==> config.mk <==
export PLATFORM = sky130hd
export DESIGN_NAME = rrlc_top
export DESIGN_NICKNAME = d
export VERILOG_FILES = /design/src/hdl/rrlc_pkg.sv /design/src/hdl/rrlc_recall_if.sv /design/src/hdl/rrlc_top.sv /design/src/hdl/rrlc_prog_decode.sv /design/src/hdl/rrlc_lock_ctrl.sv
export SDC_FILE = /design/constraint.sdc
export NUM_CORES = 1
export LEC_CHECK = 0
export BUFFER_PORTS_ARGS = -buffer_cell sky130_fd_sc_hd__buf_2
export CAP_MARGIN = 20
export CORE_ASPECT_RATIO = 0.7
export CORE_UTILIZATION = 45
export DETAILED_ROUTE_END_ITERATION = 10
export PLACE_DENSITY = 0.73
export SLEW_MARGIN = 25
export SYNTH_ARGS = -nofsm -noshare
export SYNTH_HDL_FRONTEND = slang
export SYNTH_SLANG_ARGS = --single-unit
==> constraint.sdc <==
create_clock -name core_clk_i -period 3.45 [get_ports core_clk_i]
set_input_delay 1.035 -clock core_clk_i [delete_from_list [all_inputs] [get_ports core_clk_i]]
set_output_delay 1.035 -clock core_clk_i [all_outputs]
set_load 0.005 [all_outputs]
==> src/hdl/rrlc_pkg.sv <==
// Functional notes
// - Program 1..40 recalls input memory of the same number.
// - Program 65..73 recalls input and crossover memory 1..9 together.
// - Program 97..105 recalls crossover memory 1..9 only.
// - Any other program number is ignored, nothing changes.
// - Instrument port only receives, only recalls; no control, metering or replies.
// - Program changes act only in master interface settings; slaves ignore them.
// - Shadow unit executes commands addressed to the shared main identity.
// - Shadow unit never transmits settings or replies to the host.
// - Shadow identities only in slave settings 06-08, after 32, shadow lamp lit.
// - Multidrop input passes to multidrop output (slave settings) retimed by one register stage.
// - Master relays host traffic to slaves; slave point-to-point ports unused.
// - Host data from the point-to-point port is re-sent onto the multidrop link.
// - Lock command disables all panel controls, mute and quick recall keys included.
// - Password carried by a lock command is stored for later unlock compares.
// - While locked, remote host commands are still executed.
// - Shadow units apply broadcast lock along with main units.
// - Matching unlock releases the panel and briefly shows a confirmation code.
// - No universal password; only the stored password unlocks.
`default_nettype none
package rrlc_pkg;
  localparam int          PW_W          = 32;
  localparam int          ID_W          = 6;
  localparam logic [7:0]  PROG_IN_LO    = 8'h01;
  localparam logic [7:0]  PROG_IN_HI    = 8'h28;
  localparam logic [7:0]  PROG_BOTH_LO  = 8'h41;
  localparam logic [7:0]  PROG_BOTH_HI  = 8'h49;
  localparam logic [7:0]  PROG_XO_LO    = 8'h61;
  localparam logic [7:0]  PROG_XO_HI    = 8'h69;
  localparam logic [3:0]  IF_SLAVE_LO   = 4'h6;
  localparam logic [3:0]  IF_SLAVE_HI   = 4'h8;
  localparam logic [3:0]  IF_MASTER_HI  = 4'h5;
  localparam logic [3:0]  IF_MASTER_WL  = 4'h9;
  localparam logic [ID_W-1:0] ID_MAIN_MAX = 6'h20;
  localparam int          CONFIRM_NS    = 1000000;
  localparam int          CLK_NS        = 10;
  localparam int          CONFIRM_CYC   = CONFIRM_NS / CLK_NS;
  localparam logic [PW_W-1:0] PW_RESET  = 32'h0000_0000;
  typedef enum logic [1:0] {
    RRLC_CMD_NONE,
    RRLC_CMD_LOCK,
    RRLC_CMD_UNLOCK,
    RRLC_CMD_OTHER
  } rrlc_cmd_t;
endpackage
`default_nettype wire

==> src/hdl/rrlc_recall_if.sv <==
`timescale 1ns/1ps
`default_nettype none
interface rrlc_recall_if;
  logic       prog_valid;
  logic [6:0] prog_data;
  logic       enable;
  logic       recall_in;
  logic       recall_xo;
  logic [5:0] recall_num;
  logic       recall_stb;
  modport dec (input prog_valid, prog_data, enable, output recall_in, recall_xo, recall_num, recall_stb);
  modport top (output prog_valid, prog_data, enable, input recall_in, recall_xo, recall_num, recall_stb);
endinterface
`default_nettype wire

==> src/hdl/rrlc_top.sv <==
`timescale 1ns/1ps
`default_nettype none
module rrlc_top #(
  parameter int CONFIRM_CYCLES = rrlc_pkg::CONFIRM_CYC
) (
  input  wire logic                      core_clk_i,
  input  wire logic                      rst_i,
  input  wire logic [3:0]                interface_sel_i,
  input  wire logic [rrlc_pkg::ID_W-1:0] unit_identity_i,
  input  wire logic                      prog_valid_i,
  input  wire logic [6:0]                prog_data_i,
  input  wire logic                      host_rx_i,
  input  wire logic                      mdrop_rx_i,
  input  wire logic                      cmd_valid_i,
  input  wire logic [rrlc_pkg::ID_W-1:0] cmd_addr_i,
  input  wire logic                      cmd_bcast_i,
  input  wire rrlc_pkg::rrlc_cmd_t       cmd_i,
  input  wire logic [rrlc_pkg::PW_W-1:0] cmd_pw_i,
  input  wire logic                      reply_req_i,
  input  wire logic [4:0]                panel_keys_i,
  output logic                           mdrop_tx_o,
  output logic                           mdrop_tx_oe_o,
  output logic                           reply_en_o,
  output logic                           cmd_exec_o,
  output logic                           recall_stb_o,
  output logic                           recall_in_o,
  output logic                           recall_xo_o,
  output logic [5:0]                     recall_num_o,
  output logic [4:0]                     panel_keys_o,
  output logic                           locked_o,
  output logic                           shadow_led_o,
  output logic                           lock_show_o,
  output logic                           unlock_show_o
);
  import rrlc_pkg::*;

  // -----------------------------------------------------------------
  // Configuration decode
  // -----------------------------------------------------------------
  function automatic logic is_master(input logic [3:0] sel);
    is_master = (sel <= IF_MASTER_HI) || (sel == IF_MASTER_WL);
  endfunction

  function automatic logic is_slave(input logic [3:0] sel);
    is_slave = (sel >= IF_SLAVE_LO) && (sel <= IF_SLAVE_HI);
  endfunction

  logic            master_w;
  logic            shadow_w;
  logic [ID_W-1:0] main_id_w;
  logic            addr_hit_w;
  logic            run_w;

  always_comb begin
    master_w  = is_master(interface_sel_i);
    // Identities past 32 are shadows, renumbered from 01, slave only.
    shadow_w  = is_slave(interface_sel_i) && (unit_identity_i > ID_MAIN_MAX);
    main_id_w = shadow_w ? ID_W'(unit_identity_i - ID_MAIN_MAX) : unit_identity_i;
    // A shadow matches its shared main identity exactly like the main.
    addr_hit_w = cmd_bcast_i || (cmd_addr_i == main_id_w);
    run_w      = cmd_valid_i && addr_hit_w;
  end

  // -----------------------------------------------------------------
  // Program change path
  // -----------------------------------------------------------------
  // The instrument port feeds only the recall decoder; nothing goes back.
  rrlc_recall_if rif ();
  assign rif.prog_valid = prog_valid_i;
  assign rif.prog_data  = prog_data_i;
  assign rif.enable     = master_w;

  rrlc_prog_decode u_dec (
    .core_clk_i (core_clk_i),
    .rst_i      (rst_i),
    .rif        (rif)
  );

  // -----------------------------------------------------------------
  // Lock control
  // -----------------------------------------------------------------
  logic locked_w;
  logic lsh_w;
  logic ush_w;

  // Remote commands keep running while the panel is locked.
  rrlc_lock_ctrl #(
    .CONFIRM_CYCLES (CONFIRM_CYCLES)
  ) u_lock (
    .core_clk_i    (core_clk_i),
    .rst_i         (rst_i),
    .cmd_valid_i   (run_w),
    .cmd_i         (cmd_i),
    .pw_i          (cmd_pw_i),
    .locked_o      (locked_w),
    .lock_show_o   (lsh_w),
    .unlock_show_o (ush_w)
  );

  // -----------------------------------------------------------------
  // Output registers
  // -----------------------------------------------------------------
  logic       tx_reg,    tx_next;
  logic       txoe_reg,  txoe_next;
  logic       rep_reg,   rep_next;
  logic       exec_reg,  exec_next;
  logic [4:0] keys_reg,  keys_next;
  logic       shl_reg,   shl_next;

  always_comb begin
    // A master re-sends host data onto the multidrop pair; a slave forwards
    // its multidrop input unchanged in value but retimed through the same output register.
    tx_next   = master_w ? host_rx_i : mdrop_rx_i;
    txoe_next = 1'b1;
    // Shadows stay silent so the host never discovers them.
    rep_next  = reply_req_i && !shadow_w && addr_hit_w && !cmd_bcast_i;
    exec_next = run_w;
    keys_next = locked_w ? 5'h00 : panel_keys_i;
    shl_next  = shadow_w;
  end

  always_ff @(posedge core_clk_i or posedge rst_i) begin
    if (rst_i) begin
      tx_reg   <= 1'b1;
      txoe_reg <= 1'b0;
      rep_reg  <= 1'b0;
      exec_reg <= 1'b0;
      keys_reg <= 5'h00;
      shl_reg  <= 1'b0;
    end else begin
      tx_reg   <= tx_next;
      txoe_reg <= txoe_next;
      rep_reg  <= rep_next;
      exec_reg <= exec_next;
      keys_reg <= keys_next;
      shl_reg  <= shl_next;
    end
  end

  assign mdrop_tx_o    = tx_reg;
  assign mdrop_tx_oe_o = txoe_reg;
  assign reply_en_o    = rep_reg;
  assign cmd_exec_o    = exec_reg;
  assign panel_keys_o  = keys_reg;
  assign shadow_led_o  = shl_reg;
  assign recall_stb_o  = rif.recall_stb;
  assign recall_in_o   = rif.recall_in;
  assign recall_xo_o   = rif.recall_xo;
  assign recall_num_o  = rif.recall_num;
  assign locked_o      = locked_w;
  assign lock_show_o   = lsh_w;
  assign unlock_show_o = ush_w;

  AST_SLAVE_NO_RECALL: assert property (@(posedge core_clk_i) disable iff (rst_i)
    (prog_valid_i && is_slave(interface_sel_i)) |=> !recall_stb_o)
    else $error("Slave unit acted on program change.");
  AST_SHADOW_SILENT: assert property (@(posedge core_clk_i) disable iff (rst_i)
    shadow_w |=> !reply_en_o)
    else $error("Shadow unit enabled a reply.");
  AST_LOCK_BLOCKS_KEYS: assert property (@(posedge core_clk_i) disable iff (rst_i)
    locked_w |=> panel_keys_o == 5'h00)
    else $error("Panel key passed while locked.");
  AST_SHADOW_EXECS: assert property (@(posedge core_clk_i) disable iff (rst_i)
    (cmd_valid_i && shadow_w && cmd_addr_i == ID_W'(unit_identity_i - ID_MAIN_MAX)) |=> cmd_exec_o)
    else $error("Shadow ignored its main identity.");
  AST_RELAY: assert property (@(posedge core_clk_i) disable iff (rst_i)
    master_w |=> mdrop_tx_o == $past(host_rx_i))
    else $error("Master did not relay host data.");
endmodule
`default_nettype wire

==> src/hdl/rrlc_prog_decode.sv <==
`timescale 1ns/1ps
`default_nettype none
module rrlc_prog_decode (
  input  wire logic   core_clk_i,
  input  wire logic   rst_i,
  rrlc_recall_if.dec  rif
);
  import rrlc_pkg::*;
  logic       stb_reg,  stb_next;
  logic       in_reg,   in_next;
  logic       xo_reg,   xo_next;
  logic [5:0] num_reg,  num_next;
  logic [7:0] prog;

  // -----------------------------------------------------------------
  // Program number decode
  // -----------------------------------------------------------------
  always_comb begin
    prog     = {1'b0, rif.prog_data} + 8'h01;
    stb_next = 1'b0;
    in_next  = in_reg;
    xo_next  = xo_reg;
    num_next = num_reg;
    if (rif.prog_valid && rif.enable) begin
      if (prog >= PROG_IN_LO && prog <= PROG_IN_HI) begin
        stb_next = 1'b1;
        in_next  = 1'b1;
        xo_next  = 1'b0;
        num_next = prog[5:0];
      end else if (prog >= PROG_BOTH_LO && prog <= PROG_BOTH_HI) begin
        stb_next = 1'b1;
        in_next  = 1'b1;
        xo_next  = 1'b1;
        num_next = 6'(prog - PROG_BOTH_LO + 8'h01);
      end else if (prog >= PROG_XO_LO && prog <= PROG_XO_HI) begin
        stb_next = 1'b1;
        in_next  = 1'b0;
        xo_next  = 1'b1;
        num_next = 6'(prog - PROG_XO_LO + 8'h01);
      end
      // Other numbers fall through: no strobe, and in, xo and number keep their values.
    end
  end

  always_ff @(posedge core_clk_i or posedge rst_i) begin
    if (rst_i) begin
      stb_reg <= 1'b0;
      in_reg  <= 1'b0;
      xo_reg  <= 1'b0;
      num_reg <= 6'h00;
    end else begin
      stb_reg <= stb_next;
      in_reg  <= in_next;
      xo_reg  <= xo_next;
      num_reg <= num_next;
    end
  end

  assign rif.recall_stb = stb_reg;
  assign rif.recall_in  = in_reg;
  assign rif.recall_xo  = xo_reg;
  assign rif.recall_num = num_reg;

  AST_IGNORE_OTHER: assert property (@(posedge core_clk_i) disable iff (rst_i)
    (rif.prog_valid && rif.enable && rif.prog_data > 7'h27 && rif.prog_data < 7'h40) |=> !stb_reg)
    else $error("Out-of-range program produced a recall.");
  AST_BOTH_MAP: assert property (@(posedge core_clk_i) disable iff (rst_i)
    (rif.prog_valid && rif.enable && rif.prog_data == 7'h40) |=> (stb_reg && in_reg && xo_reg && num_reg == 6'h01))
    else $error("Program 65 did not recall both memories 1.");
endmodule
`default_nettype wire

==> src/hdl/rrlc_lock_ctrl.sv <==
`timescale 1ns/1ps
`default_nettype none
module rrlc_lock_ctrl #(
  parameter int CONFIRM_CYCLES = rrlc_pkg::CONFIRM_CYC
) (
  input  wire logic                      core_clk_i,
  input  wire logic                      rst_i,
  input  wire logic                      cmd_valid_i,
  input  wire rrlc_pkg::rrlc_cmd_t       cmd_i,
  input  wire logic [rrlc_pkg::PW_W-1:0] pw_i,
  output logic                           locked_o,
  output logic                           lock_show_o,
  output logic                           unlock_show_o
);
  import rrlc_pkg::*;
  logic            locked_reg, locked_next;
  logic [PW_W-1:0] pw_reg,     pw_next;
  logic [31:0]     cnt_reg,    cnt_next;
  logic            lsh_reg,    lsh_next;
  logic            ush_reg,    ush_next;

  // -----------------------------------------------------------------
  // Lock state and stored password
  // -----------------------------------------------------------------
  always_comb begin
    locked_next = locked_reg;
    pw_next     = pw_reg;
    cnt_next    = (cnt_reg != 32'h0000_0000) ? cnt_reg - 32'h0000_0001 : cnt_reg;
    lsh_next    = lsh_reg && (cnt_reg > 32'h0000_0001);
    ush_next    = ush_reg && (cnt_reg > 32'h0000_0001);
    if (cmd_valid_i && cmd_i == RRLC_CMD_LOCK) begin
      locked_next = 1'b1;
      pw_next     = pw_i;
      lsh_next    = 1'b1;
      ush_next    = 1'b0;
      cnt_next    = 32'(CONFIRM_CYCLES);
    end else if (cmd_valid_i && cmd_i == RRLC_CMD_UNLOCK && locked_reg) begin
      // No master password exists: only an exact match releases.
      if (pw_i == pw_reg) begin
        locked_next = 1'b0;
        ush_next    = 1'b1;
        lsh_next    = 1'b0;
        cnt_next    = 32'(CONFIRM_CYCLES);
      end
    end
  end

  always_ff @(posedge core_clk_i or posedge rst_i) begin
    if (rst_i) begin
      locked_reg <= 1'b0;
      pw_reg     <= PW_RESET;
      cnt_reg    <= 32'h0000_0000;
      lsh_reg    <= 1'b0;
      ush_reg    <= 1'b0;
    end else begin
      locked_reg <= locked_next;
      pw_reg     <= pw_next;
      cnt_reg    <= cnt_next;
      lsh_reg    <= lsh_next;
      ush_reg    <= ush_next;
    end
  end

  assign locked_o      = locked_reg;
  assign lock_show_o   = lsh_reg;
  assign unlock_show_o = ush_reg;

  AST_BAD_PW_KEEPS_LOCK: assert property (@(posedge core_clk_i) disable iff (rst_i)
    (cmd_valid_i && cmd_i == RRLC_CMD_UNLOCK && locked_reg && pw_i != pw_reg)
      |=> (locked_reg && pw_reg == $past(pw_reg)))
    else $error("Wrong password changed lock state.");
  AST_GOOD_PW_UNLOCKS: assert property (@(posedge core_clk_i) disable iff (rst_i)
    (cmd_valid_i && cmd_i == RRLC_CMD_UNLOCK && locked_reg && pw_i == pw_reg) |=> (!locked_reg && ush_reg))
    else $error("Matching unlock did not release.");
  AST_LOCK_STORES: assert property (@(posedge core_clk_i) disable iff (rst_i)
    (cmd_valid_i && cmd_i == RRLC_CMD_LOCK) |=> (locked_reg && pw_reg == $past(pw_i)))
    else $error("Lock did not store password.");
endmodule
`default_nettype wire

* Yosys cells after proc, flatten, opt, wreduce, memory -nomap -nowiden *
Index checks and enable logic that the tools add are counted.
W data, S select, Z words.

storage, ports and cells
  word-level logic and storage cells = 92
  input bits = 70
  output and inout bits = 22
  register bits after elaboration = 86

operators by class
  mux-type cells = 29
  order comparisons = 11
  add/subtract/negate cells = 7
  equality and inequality tests = 5
  reductions and logical operators = 25

operators with widths
  operator                 count
  $mux W32                 4
  $eq A32 B32 Y1           1
  $gt A32 B1 Y1 const B    1
  $reduce_bool A32 Y1      1
  $sub A32 B1 Y32 const B  1
  $mux W6                  4
  $mux W1                  20
  $ge A8 B7 Y1 const B     2
  $le A8 B7 Y1 const B     2
  $logic_and A1 B1 Y1      15
  $add A6 B1 Y6 const B    2
  $sub A6 B6 Y6 const B    2
  $add A7 B1 Y8 const B    1
  $ge A8 B1 Y1 const B     1
  $le A8 B6 Y1 const B     1
  $eq A6 B6 Y1             1
  $gt A6 B6 Y1 const B     1
  $sub A6 B1 Y6 const B    1
  $mux W5                  1
  $eq A4 B4 Y1 const B     1
  $ge A4 B3 Y1 const B     1
  $le A4 B3 Y1 const B     1
  $le A4 B4 Y1 const B     1
  $reduce_and A2 Y1        2
  other kinds (6)          9

* Depth between registers and ports, before layout *
Gate-level depths: netlist of run 1.

  depth after elaboration = 11
  gate-level depth with buffers = 9
  gate-level depth less buffers = 8

* Cells and area by module *
A second synthesis of run 1 with hierarchy kept.

unflattened totals
  cells, all modules = 519
  area total of the unflattened synthesis = 4,897.2 sq um

by module, submodules not included
  module            times used  cells each  area each (sq um)  sequential area each (sq um)
  rrlc_lock_ctrl    1           389         3,552.2            1,676.6
  rrlc_prog_decode  1           86          862.1              225.2
  rrlc_top          1           44          483.0              251.5

* Worst setup path before layout of run 1 *
Ideal clock, no wire load.

  path kind = in2reg
  start point = input port prog_data_i[0]
  end point = register u_dec.num_reg[0] (netlist: u_dec.rif.recall_num[0])
  path buffers = 1
  slack = 396 ps
  stages on the path = 8
  data arrival time = 2,929 ps
  library setup time = 125 ps
  required time = 3,325 ps
  path through = ha_1 -> clkbuf_1 -> nand2b_1 -> a21oi_1 -> a21oi_1 -> a2111oi_0 -> o21bai_2 -> mux2_2

between the ends
  longest elaborated chain between the ends = 6
  elaborated cells between the ends (all ways) = 19
  those cells by class = add/sub: 5; order compare: 6; mux: 3; reduce/logical: 5

ends and longest elaborated chain
  element               line                    RTL
  from (decl)           rrlc_top.sv:11          input wire logic [6:0] prog_data_i,
  $add A7 B1 Y8 *       rrlc_prog_decode.sv:19  prog = {1'b0, rif.prog_data} + 8'h01;
  $sub A6 B6 Y6         rrlc_prog_decode.sv:39  num_next = 6'(prog - PROG_XO_LO + 8'h01);
  $add A6 B1 Y6         rrlc_prog_decode.sv:39
  $mux W6               rrlc_prog_decode.sv:35  end else if (prog >= PROG_XO_LO && prog <= PROG_XO_HI) begin
  $mux W6               rrlc_prog_decode.sv:30  end else if (prog >= PROG_BOTH_LO && prog <= PROG_BOTH_HI) begin
  $mux W6               rrlc_prog_decode.sv:25  if (prog >= PROG_IN_LO && prog <= PROG_IN_HI) begin
  to (signal assigned)  rrlc_prog_decode.sv:55  num_reg <= num_next;
  to (decl)             rrlc_prog_decode.sv:12  logic [5:0] num_reg, num_next;

Every way passes the cells marked *; elsewhere a longest branch is shown, timed or not. The select of a mux whose other input is x is not followed.
A chain may end at the register's enable or synchronous reset.

* Worst setup path in the final report of run 1 *
  start point = input port unit_identity_i[1] (netlist name)
  end point = register u_lock.pw_reg[31]

between the ends
  longest elaborated chain between the ends = 7
  elaborated cells between the ends (all ways) = 8
  those cells by class = add/sub: 1; order compare: 1; eq/ne: 1; mux: 1; reduce/logical: 4

ends and longest elaborated chain
  element                line                  RTL
  from (decl)            rrlc_top.sv:9         input wire logic [rrlc_pkg::ID_W-1:0] unit_identity_i,
  $gt A6 B6 Y1           rrlc_top.sv:57        shadow_w = is_slave(interface_sel_i) && (unit_identity_i > ID_MAIN_MAX);
  $logic_and A1 B1 Y1    rrlc_top.sv:57
  $mux W6 *              rrlc_top.sv:58        main_id_w = shadow_w ? ID_W'(unit_identity_i - ID_MAIN_MAX) : unit_identity_i;
  $eq A6 B6 Y1 *         rrlc_top.sv:60        addr_hit_w = cmd_bcast_i || (cmd_addr_i == main_id_w);
  $logic_or A1 B1 Y1 *   rrlc_top.sv:60
  $logic_and A1 B1 Y1 *  rrlc_top.sv:61        run_w = cmd_valid_i && addr_hit_w;
  $logic_and A1 B1 Y1 *  rrlc_lock_ctrl.sv:31  if (cmd_valid_i && cmd_i == RRLC_CMD_LOCK) begin
  to (signal assigned)   rrlc_lock_ctrl.sv:57  pw_reg <= pw_next;
  to (decl)              rrlc_lock_ctrl.sv:17  logic [PW_W-1:0] pw_reg, pw_next;

Every way passes the cells marked *; elsewhere a longest branch is shown, timed or not.

==> results of run 1 <==
[power by group]
part	internal [mW]	switching (mW)
logic	0.361	0.281
clock network	0.527	0.376
registers	1.19	0.158
[placed cells by master, fill, tap and decap left out, types with 3 or more instances in the layout]
master / Yosys / final
a21oi_1: 8 / 8
and3_1: 4 / 4
buf_2: 3 / 91
buf_4: 0 / 9
clkbuf_16: 0 / 9
dfrtp_1: 85 / 85
ha_1: 6 / 6
inv_1: 8 / 7
mux2_2: 12 / 12
mux2_4: 27 / 27
mux2i_1: 3 / 3
nand2_1: 14 / 14
nand2b_1: 8 / 8
nand3_1: 11 / 11
nand3b_1: 3 / 3
nand4_1: 7 / 7
nand4b_1: 3 / 3
nor2_1: 36 / 36
nor2b_1: 8 / 8
nor3_1: 14 / 14
nor4_1: 17 / 17
nor4b_1: 3 / 3
o21ai_0: 4 / 4
or4_1: 10 / 10
xnor2_1: 29 / 29
xor2_1: 43 / 43
[area by class of cell]
cell class	count	area (sq um)	area share, %
repair buffers	101	543	9.83
clock buffers	13	260	4.71
multi-input cells	301	2350	42.6
flip-flops and latches	86	2150	39.0
well taps	128	160	2.90
inverters	8	31.3	0.567
clock inverters	3	21.3	0.385
[logic make-up (layout without fill, tap and decap cells)]
family | count (synthesis) | count (layout) | share of synthesized area (%)
flops | 86 | 86 | 46.6
buf+inv | 21 | 125 | 2.60
other cells | 1 | 1 | 0.0811
fa+ha+maj | 6 | 6 | 1.62
mux | 42 | 42 | 12.3
simple gates | 148 | 148 | 18.2
xor+xnor | 72 | 72 | 13.6
compound gates | 32 | 32 | 4.98
[metal layers]
metal  track usage (%)  vias to the layer above  wire, um
li1                  -                     1640         -
met1              26.0                     1628      4500
met2              30.7                      108      4480
met3              5.86                       12       642
met4              5.70                        0       123
met5                 0                        -         0
[cell usage after synthesis (all sizes together) (2+ instances only)]
| cell type | instances |
|---|---|
| nand4b | 3 |
| nor2 | 36 |
| mux2i | 3 |
| mux2 | 39 |
| nor2b | 8 |
| o31ai | 2 |
| ha | 6 |
| nor4b | 3 |
| xor2 | 43 |
| xnor2 | 29 |
| nor3 | 14 |
| nor4bb | 2 |
| o21a | 2 |
| nand4 | 7 |
| o21bai | 2 |
| nand2b | 8 |
| a21oi | 8 |
| dfrtp | 85 |
| clkbuf | 6 |
| nand3 | 11 |
| a31o | 2 |
| buf | 7 |
| inv | 8 |
| nand2 | 14 |
| nor4 | 19 |
| and3 | 5 |
| nand3b | 3 |
| o21ai | 5 |
| or4 | 10 |
[path summary, 6_finish.rpt]
| path | startpoint | to | depth (start not counted) |
|---|---|---|---|
| worst min-delay path | u_dec.rif.recall_num[2] | u_dec.rif.recall_num[2] | 1 |
| worst max register to register | u_lock.cnt_reg[0] | u_lock.cnt_reg[5] | 9 |
| min in group asynchronous | rst_i | u_dec.rif.recall_xo | 2 |
| worst max-delay path | unit_identity_i[1] | u_lock.pw_reg[31] | 8 |
| worst min register to register | u_dec.rif.recall_num[2] | u_dec.rif.recall_num[2] | 1 |
| max in group asynchronous | rst_i | u_lock.cnt_reg[23] | 3 |
[stage by stage]
| stage | area, sq um | setup WS (ps) | utilization (%) |
|---|---|---|---|
| floorplan | 4630 | 195 | - |
| global placement | 5240 | 303 | 53.3 |
| detailed placement | 5240 | 228 | 53.3 |
| CTS | 5520 | 583 | 56.1 |
| global route | 5520 | 492 | 56.1 |
| finish | 5520 | 572 | 56.1 |
==> impl_metrics.csv, run 1 <==
group,metric,value,unit
power,finalPower,2.90,mW
timing,setup_viol,0,
grt,globalRouteOverflowTotal,0,
cells_and_area,layout-drive-gt1-share,32.0,%
cells_and_area,antenna_cells,0,
grt,grt.total_usage,19.5,%
timing,skew,7.49,ps
timing,fin_setup_tns,0,ps
floorplan,die_h,86.8,um
clock_tree,root_buffer,"clkbuf_16",
synthesis,yosysWarningCount,0,
power,ir_drop,0.218,mV
power,p_per_area,525,nW/um^2
synthesis,synth-seq-cells,86,
synthesis,seq_area_frac_synth,46.6,%
setup_path,cp_cell_sequence,"buf_2 -> or4_1 -> o22ai_2 -> a21bo_2 -> a31o_2 -> and3_4 -> buf_12 -> mux2_2",
timing,min_period,2880,ps
timing,worst_pin_slew,785,ps
clock_tree,cts_resized,0,
setup_path,worst-setup-path-type,"input pin to flip-flop",
min_path,holdCritPathClass,"flip-flop to flip-flop",
route,detail_route.vias_per_cell,5.29,
floorplan,die_x,123,um
timing,relSlewSlack,47.3,%
grt,grt_pass1_vias,3314,
cells_and_area,instances_no_fill,640,
floorplan,fp-row-count,30,
floorplan,design.die.area,10700,sq um
grt,grt_max_degree,40,
synthesis,synth_top_area_share,46.0,%
route,drc,0,
timing,worst_hold_slack,502,ps
run,maxCapViolCount,0,
power,leakagePower,2.51,nW
setup_path,critPathBufInv,2,
cells_and_area,syn_to_final_growth,19.4,%
timing,finalMaxSlewViolations,0,
floorplan,num_io_pins,92,
synthesis,synthesis.area,4630,sq um
route,drt_iter0_drc,243,
timing,period_share,83.4,%
clock_tree,clk_latency,340,ps
synthesis,synth.largest_area_cell,"dfrtp_1",
synthesis,syn_avg_cell_area,11.3,sq um
setup_path,crit_slowest_cell,"or4_1",
synthesis,synthTopCellsByArea,"dfrtp_1, mux2_4, xor2_1",
clock_tree,cts_buffer_depth,2,
timing,max_freq,347,MHz
cells_and_area,final_nets,583,
clock_tree,htreeDepth,3,
synthesis,synth_ff_type,"dfrtp_1",
outcome,status,"complete, no violations",
setup_path,crit_family,"simple AND/OR/NAND/NOR gates",
timing,rsz0062_at_grt,"no",
setup_path,crit_required,3670,ps
route,wl_per_cell,15.2,um
floorplan,core-area,9830,sq um
grt,grt_pass1_wl,15900,um
synthesis,synthArstFlopShare,100,%
setup_path,crit_path_max_incr_delay,530,ps
place,place_congestion,0.825,
clock_tree,numClockSinks,86,
route,vias,3388,
route,wl,9740,um
timing,finalHoldViolCount,0,
setup_path,crit_path_end_kind,"flip-flop",
cells_and_area,nFillCells,826,
clock_tree,holdBufCountCts,0,
route,dr.pass1.iters,4,
place,dp_cells,624,
route,ant_nets,0,
setup_path,arrival,3100,ps
setup_path,ff2ff_setup_slack,960,ps
floorplan,initial_core_util,47.0,%
setup_path,critPathLaunchType,"input pin",
place,portBuffers,91,
place,hpwl,7180,um
synthesis,synth_cell_types,55,
synthesis,synth_edf_count,0,
clock_tree,cts_tree,"built",
grt,antenna_found_initial,0,
synthesis,syn-num-nets,484,
synthesis,synth_cells,408,
clock_tree,clkTransAtPathRegs,60,ps
clock_tree,postCtsSetupRepairBufs,0,
setup_path,worstPathMaxFanout,16,
clock_tree,numCtsBuffers,9,
Note: power is estimated with default switching activity, not from simulation.
==> run 2, diff against run 1 <==
Settings changed: ABC_AREA set to 1, PLACE_DENSITY 0.73 to 0.75.
Clock period 3.45 ns to 2.4 ns, I/O delays scaled along.
==> impl_metrics.csv, run 2 <==
group,metric,value,unit
outcome,status,"complete, no violations",
floorplan,design.die.area,11600,sq um
cells_and_area,layout_common_cells,"nand2_1, nor2_1, buf_2, dfrtp_1, inv_1",
setup_path,critPathLaunchType,"flip-flop",
power,p_per_area,702,nW/um^2
clock_tree,cts_tree,"built",
synthesis,synth.most_common_cell,"nand2_1",
place,hpwl,8310,um
timing,rsz0062_at_grt,"no",
cells_and_area,final_nets,870,
synthesis,yosysWarningCount,0,
synthesis,synth.largest_area_cell,"dfrtp_1",
floorplan,die_x,128,um
timing,finalHoldViolCount,0,
power,finalPower,4.18,mW
synthesis,synthMuxAreaShare,0,%
floorplan,core-area,10600,sq um
setup_path,worst-setup-path-type,"flip-flop to flip-flop",
synthesis,synth-seq-cells,86,
power,leakagePower,3.28,nW
synthesis,synthesis.area,5020,sq um
clock_tree,clkTransAtPathRegs,60,ps
setup_path,crit_slowest_cell,"dfrtp_1",
route,wl_per_cell,11.6,um
clock_tree,numClockSinks,86,
floorplan,die_h,90.4,um
synthesis,synth_cells,698,
route,detail_route.vias_per_cell,4.65,
setup_path,cp_cell_sequence,"inv_1 -> ha_1 -> nand2_1 -> nor2_1 -> nand3_1 -> xor2_1 -> or2_2 -> nor2_1",
min_path,holdCritPathClass,"input pin to async pin",
cells_and_area,antenna_cells,0,
synthesis,seq_area_frac_synth,42.9,%
timing,finalMaxSlewViolations,0,
timing,min_period,2070,ps
route,drt_iter0_drc,296,
floorplan,fp-row-count,31,
synthesis,synth_top_family_by_area,"simple AND/OR/NAND/NOR gates",
route,ant_nets,0,
grt,grt_pass1_vias,4080,
synthesis,synth-xor-area-share,5.75,%
synthesis,synthAdderAreaFrac,1.49,%
run,maxCapViolCount,0,
setup_path,arrival,2330,ps
clock_tree,postCtsSetupRepairBufs,0,
setup_path,worstPathMaxFanout,9,
cells_and_area,layout-drive-gt1-share,18.6,%
route,dr.pass1.iters,5,
route,drc,0,
clock_tree,numCtsBuffers,9,
clock_tree,htreeDepth,3,
synthesis,synthSimpleGateAreaFrac,37.3,%
cells_and_area,syn_to_final_growth,18.5,%
clock_tree,cts_buffer_depth,2,
synthesis,synthArstFlopShare,100,%
synthesis,syn-num-nets,774,
synthesis,synthTopCellsByArea,"dfrtp_1, nand2_1, nor2_1",
clock_tree,holdBufCountCts,0,
timing,skew,8.18,ps
grt,grt_pass1_wl,19000,um
cells_and_area,instances_no_fill,944,
grt,grt.total_usage,20.6,%
place,place_congestion,0.945,
floorplan,num_io_pins,92,
setup_path,crit_required,2660,ps
place,portBuffers,91,
synthesis,synthTopCellsByCount,"nand2_1, nor2_1, dfrtp_1",
grt,globalRouteOverflowTotal,0,
timing,period_share,86.2,%
synthesis,synth_edf_count,0,
synthesis,synth_compound_area_share,4.48,%
setup_path,crit_path_end_kind,"flip-flop",
timing,setup_viol,0,
power,ir_drop,0.411,mV
setup_path,critPathBufInv,1,
cells_and_area,nFillCells,980,
synthesis,synth_cell_types,35,
clock_tree,root_buffer,"clkbuf_16",
setup_path,crit_path_max_incr_delay,420,ps
timing,max_freq,483,MHz
cells_and_area,final_common_cell,"nand2_1",
synthesis,synth_ff_type,"dfrtp_1",
synthesis,syn_avg_cell_area,7.20,sq um
floorplan,initial_core_util,47.4,%
route,wl,10900,um
route,vias,4385,
grt,grt_max_degree,44,
clock_tree,clk_latency,330,ps
clock_tree,cts_resized,0,
place,dp_cells,931,
grt,antenna_found_initial,0,
setup_path,cpMostUsedCell,"nor2_1",
timing,fin_setup_tns,0,ps
setup_path,crit_family,"simple AND/OR/NAND/NOR gates",
synthesis,synth_top_area_share,42.3,%
==> run 2: cell count changes in the layout (fill, tap and decap cells not counted), sizes merged, moves of 22 or more <==
cell / previous run / this run
nand2: 14 / 233
nor2: 36 / 120
inv: 7 / 83
nand3: 11 / 53
mux2: 39 / 0
xor2: 43 / 14
o21ai: 5 / 27
==> run 2: cells by family (layout without fill, tap and decap cells) <==
| kind of cell | count (synthesis) | after routing |
|---|---|---|
| AO/OA/AOI/OAI | 39 | 39 |
| XOR/XNOR | 33 | 33 |
| adder cells (fa/ha/maj) | 6 | 6 |
| buffers and inverters | 97 | 195 |
| flip-flops | 86 | 86 |
| other | 1 | 1 |
| AND/OR/NAND/NOR | 436 | 436 |
==> run 2: layout make-up <==
cell class | count | area [sq um] | share of cell area [%]
clock inverters | 2 | 35.0 | 0.588
inverters | 85 | 323 | 5.42
multi-input cells | 515 | 2460 | 41.4
flip-flops and latches | 86 | 2150 | 36.2
repair buffers | 97 | 551 | 9.25
well taps | 148 | 185 | 3.11
clock buffers | 11 | 243 | 4.08
==> run 2: path summary, 6_finish.rpt <==
check / start / end / slack [ps] / depth (start not counted)
setup / recovery: u_lock.cnt_reg[0] / u_lock.cnt_reg[24] / 330 / 8
hold / removal: rst_i / panel_keys_o[1] / 370 / 2
setup reg to reg: u_lock.cnt_reg[0] / u_lock.cnt_reg[24] / 330 / 8
hold reg to reg: u_dec.rif.recall_num[2] / u_dec.rif.recall_num[2] / 470 / 2
max in group asynchronous: rst_i / mdrop_tx_o / 1450 / 3
min in group core_clk_i: u_dec.rif.recall_num[2] / u_dec.rif.recall_num[2] / 470 / 2
==> run 2: power breakdown <==
| part | internal (mW) | switching (mW) | total [mW] |
|---|---|---|---|
| Clock | 0.815 | 0.524 | 1.34 |
| Combinational | 0.423 | 0.557 | 0.979 |
| Sequential | 1.68 | 0.177 | 1.86 |
| Total | 2.92 | 1.26 | 4.18 |
==> run 2: stage by stage <==
step	utilization [%]	setup slack, ps	cell area, sq um	hold WS [ps]
after floorplan	-	426	5030	465
after global placement	53.6	177	5680	452
after detailed placement	53.6	124	5680	459
after CTS	56.2	348	5950	368
after global routing	56.2	170	5950	379
final	56.2	330	5950	368
==> run 2: layer usage <==
layer	GRT usage (%)	up-vias	share of wire [%]	wire, um
li1	-	2337	-	-
met1	31.1	1929	53	5780
met2	29.3	106	41	4490
met3	4.44	13	4.9	541
met4	5.39	0	1.2	126
met5	0	-	0	0
==> run 3, diff against run 2 <==
Settings changed: ABC_CLOCK_PERIOD_IN_PS set to 2400, CORE_UTILIZATION 45 to 51, PLACE_DENSITY 0.75 to 0.89.
==> impl_metrics.csv, run 3 (same netlist as run 2, synthesis figures left out) <==
group,metric,value,unit
power,swShare,30.2,%
setup_path,critPathLaunchType,"flip-flop",
cells_and_area,layout_common_cells,"nand2_1, nor2_1, buf_2, dfrtp_1, inv_1",
setup_path,reg2reg_from,"u_lock.cnt_reg[0]",
place,place_congestion,0.941,
setup_path,arrival,2410,ps
timing,fin_setup_tns,0,ps
power,p_per_area,716,nW/um^2
floorplan,num_io_pins,92,
power,comb_power_share,23.3,%
timing,finalMaxSlewViolations,0,
grt,grt_max_degree,48,
route,drc,0,
setup_path,worstPathMaxFanout,9,
cells_and_area,nFillCells,792,
min_path,holdCritPathClass,"input pin to async pin",
grt,grt_pass1_wl,19500,um
cells_and_area,instances_no_fill,924,
route,wl_per_cell,12.2,um
route,wl,11200,um
setup_path,critPathLaunch,"u_lock.cnt_reg[0]",
cells_and_area,antenna_cells,0,
place,dp_cells,908,
floorplan,die_x,121,um
grt,grt_pass1_vias,4303,
clock_tree,clkTransAtPathRegs,60,ps
floorplan,design.die.area,10300,sq um
clock_tree,numCtsBuffers,9,
clock_tree,postCtsSetupRepairBufs,0,
setup_path,critPathBufInv,2,
cells_and_area,syn_to_final_growth,18.3,%
route,dr.pass1.iters,4,
place,hpwl,8650,um
floorplan,core-area,9330,sq um
timing,period_share,89.8,%
timing,setup_viol,0,
clock_tree,numClockSinks,86,
route,drt_iter0_drc,308,
route,ant_nets,0,
setup_path,crit_family,"simple AND/OR/NAND/NOR gates",
power,leakagePower,3.29,nW
clock_tree,cts_buffer_depth,2,
clock_tree,htreeDepth,3,
setup_path,crit_path_end_kind,"flip-flop",
timing,skew,7.07,ps
timing,finalHoldViolCount,0,
setup_path,cp_cell_sequence,"inv_1 -> ha_1 -> inv_1 -> nor2_1 -> nand3_1 -> xor2_1 -> or2_2 -> nor2_1",
run,maxCapViolCount,0,
timing,rsz0062_at_grt,"no",
clock_tree,holdBufCountCts,0,
timing,relSlewSlack,66.6,%
grt,antenna_found_initial,0,
power,p_int,2.97,mW
setup_path,crit_slowest_cell,"dfrtp_1",
place,portBuffers,91,
floorplan,fp-row-count,29,
power,ir_drop,0.391,mV
setup_path,crit_path_max_incr_delay,420,ps
cells_and_area,final_common_cell,"nand2_1",
floorplan,initial_core_util,53.9,%
setup_path,worst-setup-path-type,"flip-flop to flip-flop",
floorplan,die_h,85.0,um
setup_path,crit_required,2660,ps
timing,worst_pin_slew,500,ps
grt,grt.total_usage,24.1,%
route,detail_route.vias_per_cell,4.89,
cells_and_area,layout-drive-gt1-share,18.9,%
timing,min_period,2160,ps
clock_tree,root_buffer,"clkbuf_16",
clock_tree,clk_latency,340,ps
clock_tree,cts_resized,0,
timing,max_freq,464,MHz
power,clkPwrFrac,32.8,%
outcome,status,"complete, no violations",
clock_tree,cts_tree,"built",
power,p_sw,1.28,mW
grt,globalRouteOverflowTotal,0,
power,p_seq_share,44.0,%
route,vias,4517,
cells_and_area,final_nets,871,
-- run 3: changes by cell type in the layout (fill, tap and decap cells not counted), sizes merged --
cell / change
clkinvlp: +1
clkbuf: +2
buf: +1
-- run 3: layout make-up --
type	instances	area [sq um]	area share, %
inverter	85	323	5.43
clock buffer	13	260	4.38
timing repair buffer	98	546	9.18
tap	124	155	2.61
sequential	86	2150	36.2
multi-input combinational	515	2460	41.5
clock inverter	3	42.5	0.716
-- run 3: power by group through the flow --
stage	registers, mW	clock network, mW	logic (mW)
final	1.87	1.40	0.990
after global routing	1.90	1.49	1.14
after CTS	1.87	1.42	0.992
after detailed placement	1.89	0	0.985
after global placement	1.88	0	0.945
after floorplan	1.85	0	0.703
-- run 3: path summary, 6_finish.rpt --
check,end,slack [ps],depth (start not counted)
hold / removal,panel_keys_o[4],410,2
setup reg to reg,u_lock.cnt_reg[22],240,8
hold reg to reg,u_dec.rif.recall_num[2],480,2
setup / recovery,u_lock.cnt_reg[22],240,8
max in group asynchronous,mdrop_tx_o,1360,3
min in group core_clk_i,u_dec.rif.recall_num[2],480,2
-- run 3: worst register-to-register path, cell delays in order, from the launching register on --
cell and delay, ps:
dfrtp_1 420, inv_1 160, ha_1 390, inv_1 80, nor2_1 270, nand3_1 190, xor2_1 180, or2_2 280
nor2_1 120
-- run 3: metal layers --
layer  vias up  part of all wire (%)  GRT usage [%]
li1       2336                     -              -
met1      2028                    50           34.5
met2       140                    42           36.3
met3        13                   7.2           6.72
met4         0                  0.95           5.50
met5         -                     0              0
-- run 3: stage by stage --
step	power, mW	hold slack (ps)	setup slack [ps]	utilization, %	cell area, sq um
finish	4.26	411	244	63.7	5940
global route	4.53	443	70.8	63.7	5940
detailed placement	2.87	453	98.2	60.5	5640
CTS	4.28	421	292	63.7	5940
floorplan	2.56	465	426	-	5030
global placement	2.83	454	177	60.5	5640
